File: src/common/sarg_pkg.sv
// Purpose: Constants for the serial port negotiation ability register slice
// Assumes: APB with 32-bit data, one register per aligned word
// Notes: Printed offsets are not word multiples, so byte address is four times the index
package sarg_pkg;
	// Register indices and the derived byte addresses
	localparam logic [23:0] sarg_idx_port_id = 24'h1f0003;
	localparam logic [23:0] sarg_idx_advert = 24'h1f0004;
	localparam logic [23:0] sarg_idx_partner = 24'h1f0005;
	localparam logic [23:0] sarg_idx_neg_ctrl = 24'h1f8001;
	localparam logic [23:0] sarg_idx_neg_stat = 24'h1f8002;
	localparam logic [25:0] sarg_addr_port_id = {sarg_idx_port_id, 2'b00};
	localparam logic [25:0] sarg_addr_advert = {sarg_idx_advert, 2'b00};
	localparam logic [25:0] sarg_addr_partner = {sarg_idx_partner, 2'b00};
	localparam logic [25:0] sarg_addr_neg_ctrl = {sarg_idx_neg_ctrl, 2'b00};
	localparam logic [25:0] sarg_addr_neg_stat = {sarg_idx_neg_stat, 2'b00};
	// Advertisement and partner field positions
	localparam int sarg_bit_next_page = 15;
	localparam int sarg_bit_ack = 14;
	localparam int sarg_fault_hi = 13;
	localparam int sarg_fault_lo = 12;
	localparam int sarg_pause_hi = 8;
	localparam int sarg_pause_lo = 7;
	localparam int sarg_bit_half = 6;
	localparam int sarg_bit_full = 5;
	// Writable bits of the advertisement word, and the bits kept from a partner page
	localparam logic [15:0] sarg_advert_wmask = 16'h31e0;
	localparam logic [15:0] sarg_partner_mask = 16'hf1e0;
	// Reset values
	localparam logic [15:0] sarg_advert_reset = 16'h0020;
	localparam logic [15:0] sarg_partner_reset = 16'h0000;
	// Arbitrary value, not tied to any real part
	localparam logic [15:0] sarg_port_id_low = 16'h5a01;
	// Negotiation control: mode field at bits 2:1
	localparam int sarg_mode_hi = 2;
	localparam int sarg_mode_lo = 1;
	localparam logic [1:0] sarg_mode_serdes = 2'h0;
	localparam logic [1:0] sarg_mode_sgmii = 2'h2;
	localparam logic [15:0] sarg_ctrl_wmask = 16'h001e;
	localparam logic [15:0] sarg_ctrl_reset = 16'h0004;
	localparam int sarg_bit_complete = 0;
	typedef enum logic [2:0]
	{
		sarg_st_idle = 3'b001,
		sarg_st_setup = 3'b010,
		sarg_st_done = 3'b100
	} sarg_apb_e;
endpackage : sarg_pkg

File: src/core/sarg_regs.sv
// Purpose: Port identifier, local advertisement and partner ability registers over APB
// Assumes: Page capture and completion come from the negotiation engine beside this block
// Notes: Answers every transfer with two wait states; unmapped reads return zero
`timescale 1ns/1ns
`default_nettype none
module sarg_regs
	import sarg_pkg::*;
(
	// Clock and reset
	input wire logic pclk,
	input wire logic presetn,
	// APB slave
	input wire logic psel,
	input wire logic penable,
	input wire logic pwrite,
	input wire logic [31:0] paddr,
	input wire logic [31:0] pwdata,
	output logic [31:0] prdata,
	output logic pready,
	output logic pslverr,
	// Negotiation engine side
	input wire logic page_valid,
	input wire logic [15:0] page_word,
	input wire logic ack_exchanged,
	input wire logic restart_neg,
	output logic [15:0] tx_codeword,
	output logic [15:0] neg_ctrl_active,
	output logic serdes_mode,
	output logic neg_complete
);
	sarg_apb_e state;
	logic [15:0] advert;
	logic [15:0] partner;
	logic [15:0] ctrl_pending;
	logic [15:0] ctrl_live;
	logic complete;
	logic wr_fire;
	logic rd_fire;
	logic [31:0] next_rdata;
	logic next_err;

	// Decode the byte address into a read value; unmapped gives zero and an error
	function automatic logic [32:0] sarg_read(input logic [31:0] a, input logic [15:0] adv,
		input logic [15:0] lp, input logic [15:0] cp, input logic cmp);
		logic [32:0] r;
		r = 33'h0;
		if (a[31:26] != 6'h00)
			r = {1'b1, 32'h00000000};
		else if (a[25:0] == sarg_addr_port_id)
			r = {1'b0, 16'h0000, sarg_port_id_low};
		else if (a[25:0] == sarg_addr_advert)
			r = {1'b0, 16'h0000, adv & sarg_advert_wmask};
		else if (a[25:0] == sarg_addr_partner)
			r = {1'b0, 16'h0000, lp & sarg_partner_mask};
		else if (a[25:0] == sarg_addr_neg_ctrl)
			r = {1'b0, 16'h0000, cp & sarg_ctrl_wmask};
		else if (a[25:0] == sarg_addr_neg_stat)
			r = {1'b0, 31'h00000000, cmp};
		else
			r = {1'b1, 32'h00000000};
		return r;
	endfunction : sarg_read

	// Access phase takes two wait states; data are registered at the same edge that raises pready
	assign wr_fire = psel && penable && pwrite && (state == sarg_st_setup);
	assign rd_fire = psel && penable && !pwrite && (state == sarg_st_setup);

	always_comb
	begin
		{next_err, next_rdata} = sarg_read(paddr, advert, partner, ctrl_pending, complete);
	end

	always_ff @(posedge pclk or negedge presetn)
	begin
		if (!presetn)
			state <= sarg_st_idle;
		else
			case (state)
				sarg_st_idle:
					if (psel && penable)
						state <= sarg_st_setup;
				sarg_st_setup:
					state <= sarg_st_done;
				sarg_st_done:
					state <= sarg_st_idle;
				default:
					state <= sarg_st_idle;
			endcase
	end

	always_ff @(posedge pclk or negedge presetn)
	begin
		if (!presetn)
		begin
			pready <= 1'b0;
			pslverr <= 1'b0;
			prdata <= 32'h00000000;
		end
		else
		begin
			pready <= (state == sarg_st_setup);
			pslverr <= (state == sarg_st_setup) && next_err;
			prdata <= rd_fire ? next_rdata : 32'h00000000;
		end
	end

	// Bus answer: one-cycle pready, data and error only alongside it
	ready_pulse_a: assert property (@(posedge pclk) disable iff (!presetn)
		pready |=> !pready)
		else $error("pready held longer than one cycle");
	err_with_ready_a: assert property (@(posedge pclk) disable iff (!presetn)
		pslverr |-> pready)
		else $error("pslverr without pready");
	rdata_idle_a: assert property (@(posedge pclk) disable iff (!presetn)
		!pready |-> prdata == 32'h00000000)
		else $error("read data outside the answer cycle");
	write_rdata_a: assert property (@(posedge pclk) disable iff (!presetn)
		wr_fire |=> prdata == 32'h00000000)
		else $error("read data driven on a write");
	high_addr_err_a: assert property (@(posedge pclk) disable iff (!presetn)
		(wr_fire || rd_fire) && paddr[31:26] != 6'h00 |=> pslverr && pready)
		else $error("out of range address not refused");
	read_advert_a: assert property (@(posedge pclk) disable iff (!presetn)
		rd_fire && paddr == {6'h00, sarg_addr_advert}
		|=> prdata == {16'h0000, $past(advert)} && !prdata[sarg_bit_next_page])
		else $error("advertisement read wrong");
	read_partner_a: assert property (@(posedge pclk) disable iff (!presetn)
		rd_fire && paddr == {6'h00, sarg_addr_partner}
		|=> prdata == {16'h0000, $past(partner)} && (prdata[15:0] & ~sarg_partner_mask) == 16'h0000)
		else $error("partner read wrong");
	read_ctrl_a: assert property (@(posedge pclk) disable iff (!presetn)
		rd_fire && paddr == {6'h00, sarg_addr_neg_ctrl}
		|=> prdata == {16'h0000, $past(ctrl_pending)})
		else $error("pending control read wrong");
	read_status_a: assert property (@(posedge pclk) disable iff (!presetn)
		rd_fire && paddr == {6'h00, sarg_addr_neg_stat}
		|=> prdata == {31'h00000000, $past(complete)})
		else $error("completion status read wrong");
	state_onehot_a: assert property (@(posedge pclk) disable iff (!presetn)
		$onehot(state))
		else $error("bus state not one-hot");

	// Only the fault, pause and duplex bits take writes
	always_ff @(posedge pclk or negedge presetn)
	begin
		if (!presetn)
			advert <= sarg_advert_reset;
		else if (wr_fire && paddr[31:0] == {6'h00, sarg_addr_advert})
			advert <= pwdata[15:0] & sarg_advert_wmask;
	end

	ro_write_a: assert property (@(posedge pclk) disable iff (!presetn)
		wr_fire && paddr == {6'h00, sarg_addr_port_id}
		|=> $stable(advert) && $stable(ctrl_pending))
		else $error("read-only register write changed state");

	always_ff @(posedge pclk or negedge presetn)
	begin
		if (!presetn)
			ctrl_pending <= sarg_ctrl_reset;
		else if (wr_fire && paddr[31:0] == {6'h00, sarg_addr_neg_ctrl})
			ctrl_pending <= pwdata[15:0] & sarg_ctrl_wmask;
	end

	pending_store_a: assert property (@(posedge pclk) disable iff (!presetn)
		wr_fire && paddr == {6'h00, sarg_addr_neg_ctrl}
		|=> ctrl_pending == ($past(pwdata[15:0]) & sarg_ctrl_wmask))
		else $error("control write not held pending");
	pending_hold_a: assert property (@(posedge pclk) disable iff (!presetn)
		!(wr_fire && paddr == {6'h00, sarg_addr_neg_ctrl}) |=> $stable(ctrl_pending))
		else $error("pending control changed without a write");

	// Pending control goes live only on an advertisement write
	always_ff @(posedge pclk or negedge presetn)
	begin
		if (!presetn)
			ctrl_live <= sarg_ctrl_reset;
		else if (wr_fire && paddr[31:0] == {6'h00, sarg_addr_advert})
			ctrl_live <= ctrl_pending;
	end

	commit_take_a: assert property (@(posedge pclk) disable iff (!presetn)
		wr_fire && paddr == {6'h00, sarg_addr_advert}
		|=> ctrl_live == $past(ctrl_pending))
		else $error("pending control not applied on advertisement write");

	// A half-received page never disturbs the held word
	always_ff @(posedge pclk or negedge presetn)
	begin
		if (!presetn)
			partner <= sarg_partner_reset;
		else if (page_valid)
			partner <= page_word & sarg_partner_mask;
	end

	partner_ack_a: assert property (@(posedge pclk) disable iff (!presetn)
		page_valid |=> partner[sarg_bit_ack] == $past(page_word[sarg_bit_ack]))
		else $error("partner acknowledge bit not captured");
	partner_np_a: assert property (@(posedge pclk) disable iff (!presetn)
		page_valid |=> partner[sarg_bit_next_page] == $past(page_word[sarg_bit_next_page]))
		else $error("partner next page bit not captured");

	// Set wins over a restart in the same cycle
	always_ff @(posedge pclk or negedge presetn)
	begin
		if (!presetn)
			complete <= 1'b0;
		else if (ack_exchanged)
			complete <= 1'b1;
		else if (restart_neg)
			complete <= 1'b0;
	end

	restart_clear_a: assert property (@(posedge pclk) disable iff (!presetn)
		restart_neg && !ack_exchanged |=> !complete)
		else $error("restart did not clear completion");
	set_wins_a: assert property (@(posedge pclk) disable iff (!presetn)
		ack_exchanged |=> complete)
		else $error("completion not set by acknowledge exchange");

	always_ff @(posedge pclk or negedge presetn)
	begin
		if (!presetn)
		begin
			tx_codeword <= 16'h0000;
			neg_ctrl_active <= sarg_ctrl_reset;
			serdes_mode <= 1'b0;
			neg_complete <= 1'b0;
		end
		else
		begin
			serdes_mode <= (ctrl_live[sarg_mode_hi:sarg_mode_lo] == sarg_mode_serdes);
			tx_codeword <= (ctrl_live[sarg_mode_hi:sarg_mode_lo] == sarg_mode_serdes)
				? (advert & sarg_advert_wmask) : 16'h0000;
			neg_ctrl_active <= ctrl_live;
			neg_complete <= complete;
		end
	end

	// Committed control reaches the engine one cycle later
	sgmii_tx_zero_a: assert property (@(posedge pclk) disable iff (!presetn)
		ctrl_live[sarg_mode_hi:sarg_mode_lo] != sarg_mode_serdes
		|=> tx_codeword == 16'h0000)
		else $error("codeword sent outside SerDes mode");
	serdes_flag_a: assert property (@(posedge pclk) disable iff (!presetn)
		ctrl_live[sarg_mode_hi:sarg_mode_lo] == sarg_mode_sgmii |=> !serdes_mode)
		else $error("SGMII mode flagged as SerDes");
	serdes_set_a: assert property (@(posedge pclk) disable iff (!presetn)
		ctrl_live[sarg_mode_hi:sarg_mode_lo] == sarg_mode_serdes |=> serdes_mode)
		else $error("SerDes mode not flagged");
	ctrl_follow_a: assert property (@(posedge pclk) disable iff (!presetn)
		1'b1 |=> neg_ctrl_active == $past(ctrl_live))
		else $error("committed control not presented");
	complete_follow_a: assert property (@(posedge pclk) disable iff (!presetn)
		1'b1 |=> neg_complete == $past(complete))
		else $error("completion flag not presented");

	// Assertions
	next_page_zero_a: assert property (@(posedge pclk) disable iff (!presetn)
		!advert[sarg_bit_next_page] && !tx_codeword[sarg_bit_next_page])
		else $error("local next page bit is set");
	advert_write_a: assert property (@(posedge pclk) disable iff (!presetn)
		wr_fire && paddr == {6'h00, sarg_addr_advert}
		|=> advert == ($past(pwdata[15:0]) & sarg_advert_wmask))
		else $error("advertisement write not stored");
	advert_hold_a: assert property (@(posedge pclk) disable iff (!presetn)
		!(wr_fire && paddr == {6'h00, sarg_addr_advert}) |=> $stable(advert))
		else $error("advertisement changed without a write");
	ctrl_commit_a: assert property (@(posedge pclk) disable iff (!presetn)
		!(wr_fire && paddr == {6'h00, sarg_addr_advert}) |=> $stable(ctrl_live))
		else $error("control applied without advertisement write");
	tx_codeword_a: assert property (@(posedge pclk) disable iff (!presetn)
		ctrl_live[sarg_mode_hi:sarg_mode_lo] == sarg_mode_serdes
		|=> tx_codeword == ($past(advert) & sarg_advert_wmask))
		else $error("codeword does not follow advertisement");
	partner_load_a: assert property (@(posedge pclk) disable iff (!presetn)
		page_valid |=> partner == ($past(page_word) & sarg_partner_mask))
		else $error("partner page not captured");
	partner_hold_a: assert property (@(posedge pclk) disable iff (!presetn)
		!page_valid |=> $stable(partner))
		else $error("partner word changed without a page");
	complete_set_a: assert property (@(posedge pclk) disable iff (!presetn)
		ack_exchanged |-> ##2 neg_complete)
		else $error("completion flag not raised");
	apb_answer_a: assert property (@(posedge pclk) disable iff (!presetn)
		psel && penable && !pready && state == sarg_st_idle |-> ##2 pready)
		else $error("apb answer late");
	port_id_a: assert property (@(posedge pclk) disable iff (!presetn)
		rd_fire && paddr == {6'h00, sarg_addr_port_id}
		|=> prdata == {16'h0000, sarg_port_id_low})
		else $error("port identifier read wrong");
endmodule : sarg_regs
`default_nettype wire

File: config.mk
export PLATFORM = sky130hd
export DESIGN_NAME = sarg_regs
export DESIGN_NICKNAME = d
export VERILOG_FILES = /design/src/common/sarg_pkg.sv /design/src/core/sarg_regs.sv
export SDC_FILE = /design/constraint.sdc
export NUM_CORES = 1
export LEC_CHECK = 0
export BUFFER_PORTS_ARGS = -buffer_cell sky130_fd_sc_hd__buf_2
export CORE_UTILIZATION = 47
export CTS_BUF_LIST = sky130_fd_sc_hd__clkbuf_8
export CTS_CLUSTER_DIAMETER = 60
export DETAILED_ROUTE_END_ITERATION = 12
export GPL_TIMING_DRIVEN = 0
export PLACE_DENSITY = 0.88
export SYNTH_ARGS = -nofsm -noshare
export SYNTH_HDL_FRONTEND = slang
export SYNTH_SLANG_ARGS = --single-unit
File: constraint.sdc
create_clock -name pclk -period 3.8 [get_ports pclk]
set_input_delay 0.57 -clock pclk [delete_from_list [all_inputs] [get_ports pclk]]
set_output_delay 0.57 -clock pclk [all_outputs]
set_load 0.05 [all_outputs]
==> metrics.md <==
| Metric | Value |
|---|---|
| Status | completed |
| Synth Area per Inst | 12.77 um2 |
| Clk buf depth | 2 |
| Top cell type's share of synthesized area | 0.5026 |
| Reg2reg start | state[2] |
| Via density | 4.427 |
| Initial antenna violation count | 0 |
| Rel. slew slack | 0.2268 |
| Final setup fails | 0 |
| Pwr dens | 345.2 mW/mm2 |
| Dpl cells | 381 |
| Placeable Area | 0.004848 mm2 |
| Clock Skews | 0.005258 ns |
| I/O pins | 156 |
| Height of the chip | 74.05 um |
| TritonCTS clock tree | done |
| Critical Path RT | 3.99 ns |
| Crit-path slowest cell | nor4_4 |
| CTS Root Cell | clkbuf_8 |
| Post-synth top cells | 49 x dfrtp_1, 40 x buf_4, 23 x mux2_2, 12 x nor2_1, 7 x and2_1 |
| Cells after synthesis | 191 |
| Yosys warning count | 0 |
| Layout cell share with drive strength beyond 1 | 0.5373 |
| Final RePlAce weighted congestion | 0.7589 |
| P_leak | 1.785 nW |
| Synth top area cells | dfrtp_1 50%, buf_4 12%, mux2_2 11% |
| WL per Instance | 11.96 um |
| Antenna Violating Nets Remaining | 0 |
| Period utilization | 0.5670 |
| Port bufs | 85 |
| Cell variety after synth | 37 |
| Max-slew violation count | 0 |
| DRT Wirelength | 4652 um |
| Overall power | 0.001097 W |
| Vias in the first global route | 1598 |
| CP arrival | 2.35 ns |
| Worst Path Max Fanout | 10 |
| Fin util | 0.6555 |
| Die area | 0.005483 mm2 |
| Hold Path Class | flop to flop |
| Top-count cell post-synth | dfrtp_1 |
| 1st-iter DRT viols | 56 |
| Buf+Inv Stages, Crit Path | 1 |
| Worst slew pin tran | 1.160 ns |
| Nets | 409 |
| Residual DRC | 0 |
| Post-synthesis sequential area ratio | 0.5564 |
| Crit path launch | paddr[8] |
| Largest net degree at the start of global routing | 55 |
| Congestion Overflow GR | 0 |
| Worst Hold Launch | ctrl_live[3] |
| Crit start category | primary input |
| Initial Util | 0.5032 |
| N_diodes | 0 |
| First-pass GRT wire length | 7141 um |
| Finished Layout Cells | 389 |
| Final Hold Fails | 0 |
| DR pass1 iterations | 4 |
| Flop and latch count out of synthesis | 54 |
| Critical path type | primary input to flop |
| Routed vias | 1722 |
| Horiz. Die Dim | 74.05 um |
| EDFF count, synth | 0 |
| H-tree levels | 2 |
| CP delay by family, top | simple AND/OR/NAND/NOR gates |
| Worst-Skew Late Latency | 0.30 ns |
| Rows | 25 |
| Register area | 0.001358 mm2 |
| Multi-input logic area | 913.4 um2 |
| Max-cap check violation count | 0 |
| CP endpoint kind | flop |
| DP Wirelength | 3712 um |
| Maximum VDD drop | 0.2737 mV |
| CTS-repair resized insts | 0 |
| CTS sink cnt | 54 |
| Num CTS Buffers | 5 |
| Hold buffers post-CTS | 0 |
| RSZ-0062 raised after global routing | no |
| Area Overhead vs Synth | 30.26% |
| Post-CTS Setup Bufs | 0 |
| Critical Path Max Stage Delay | 0.73 ns |
| Filler cells | 407 |
| Async set or reset register ratio after synthesis | 1.000 |
| Min Tclk post-route | 2.154 ns |
| Ys flop type | dfrtp_1 |
| Post-synth top area cell | dfrtp_1 |
| Crit-path cells | buf_2 > nor4_1 > nand2_1 > nor4_4 > mux2_2 |
| Reg clk slew, reported paths | 0.09 ns |
| Setup TNS | 0 ns |
| Syn Std Cell Area | 0.002440 mm2 |
| All-Layer GR Usage | 0.1752 |
| F_max | 464.2 MHz |
-- sequential cells by signal, summed over array words and instances, names as in the netlist --
name,count
advert,6
complete,1
ctrl_live,4
ctrl_pending,4
neg_complete,1
neg_ctrl_active,4
partner,8
prdata,14
pready,1
pslverr,1
serdes_mode,1
state,3
tx_codeword,6
-- cells by family (layout without fill, tap and decap cells) --
group / after synthesis / in the layout / share of synthesized area
AND/OR/NAND/NOR: 58 / 58 / 0.1692
multiplexers: 28 / 28 / 0.1267
AO/OA/AOI/OAI: 7 / 7 / 0.01846
other: 1 / 39 / 0.001537
flip-flops: 54 / 54 / 0.5564
buffers and inverters: 43 / 136 / 0.1277
-- per-layer routing --
metal / global-route usage / wire (um) / share of wire / vias to the layer above
met5: 0 / 0 / 0 / -
met4: 0.05769 / 30 / 0.0064 / 0
met3: 0.06504 / 416 / 0.089 / 3
met2: 0.3020 / 2419 / 0.52 / 74
met1: 0.2016 / 1786 / 0.38 / 808
li1: - / - / - / 837
-- layout make-up --
class / count / area share
flip-flops and latches: 54 / 0.4272
well taps: 67 / 0.02638
plain buffers: 42 / 0.09685
inverters: 1 / 0.001181
repair buffers: 85 / 0.1339
clock buffers: 5 / 0.02165
clock inverters: 3 / 0.005512
multi-input cells: 132 / 0.2874
-- power breakdown --
part           switching (W)  total (W)  leakage [nW]  internal [W]
logic               0.000131   0.000200          1.03     0.0000687
clock network       0.000175   0.000303        0.0493      0.000128
registers         0.00000644   0.000594         0.706      0.000588
-- worst paths after layout --
path / endpoint / slack [ns] / cells past startpoint
hold / removal: neg_ctrl_active[3] / 0.38 / 0
hold reg to reg: neg_ctrl_active[3] / 0.38 / 0
setup / recovery: advert[8] / 1.65 / 5
max in group asynchronous: prdata[2] / 2.60 / 1
min in group asynchronous: advert[6] / 0.50 / 1
setup reg to reg: advert[8] / 1.66 / 4
-- through the flow --
step	hold slack (ns)	setup slack, ns	area, um2
CTS	0.3817	1.608	3178
global placement	0.3592	1.355	3092
detailed placement	0.3606	1.285	3092
finish	0.3780	1.646	3178
floorplan	0.2744	1.694	2582
global route	0.3910	1.447	3178
-- cell usage in the layout, fill, tap and decap left out, types with 2 or more instances in the layout --
| master | instances |
|---|---|
| nor3b_1 | 3 |
| nor3_1 | 3 |
| buf_4 | 40 |
| and2_1 | 7 |
| a21oi_1 | 3 |
| mux2_2 | 23 |
| nor2b_1 | 2 |
| nand4_2 | 2 |
| nand2_1 | 3 |
| nand2b_1 | 2 |
| nor4_1 | 2 |
| clkbuf_8 | 5 |
| and3_1 | 6 |
| dfstp_2 | 5 |
| inv_1 | 2 |
| mux2i_1 | 5 |
| nor2_1 | 12 |
| buf_2 | 85 |
| conb_1 | 39 |
| dfrtp_1 | 49 |
| and4bb_2 | 2 |
| nor4_2 | 3 |
No activity file was read; power rests on OpenSTA's default activity.
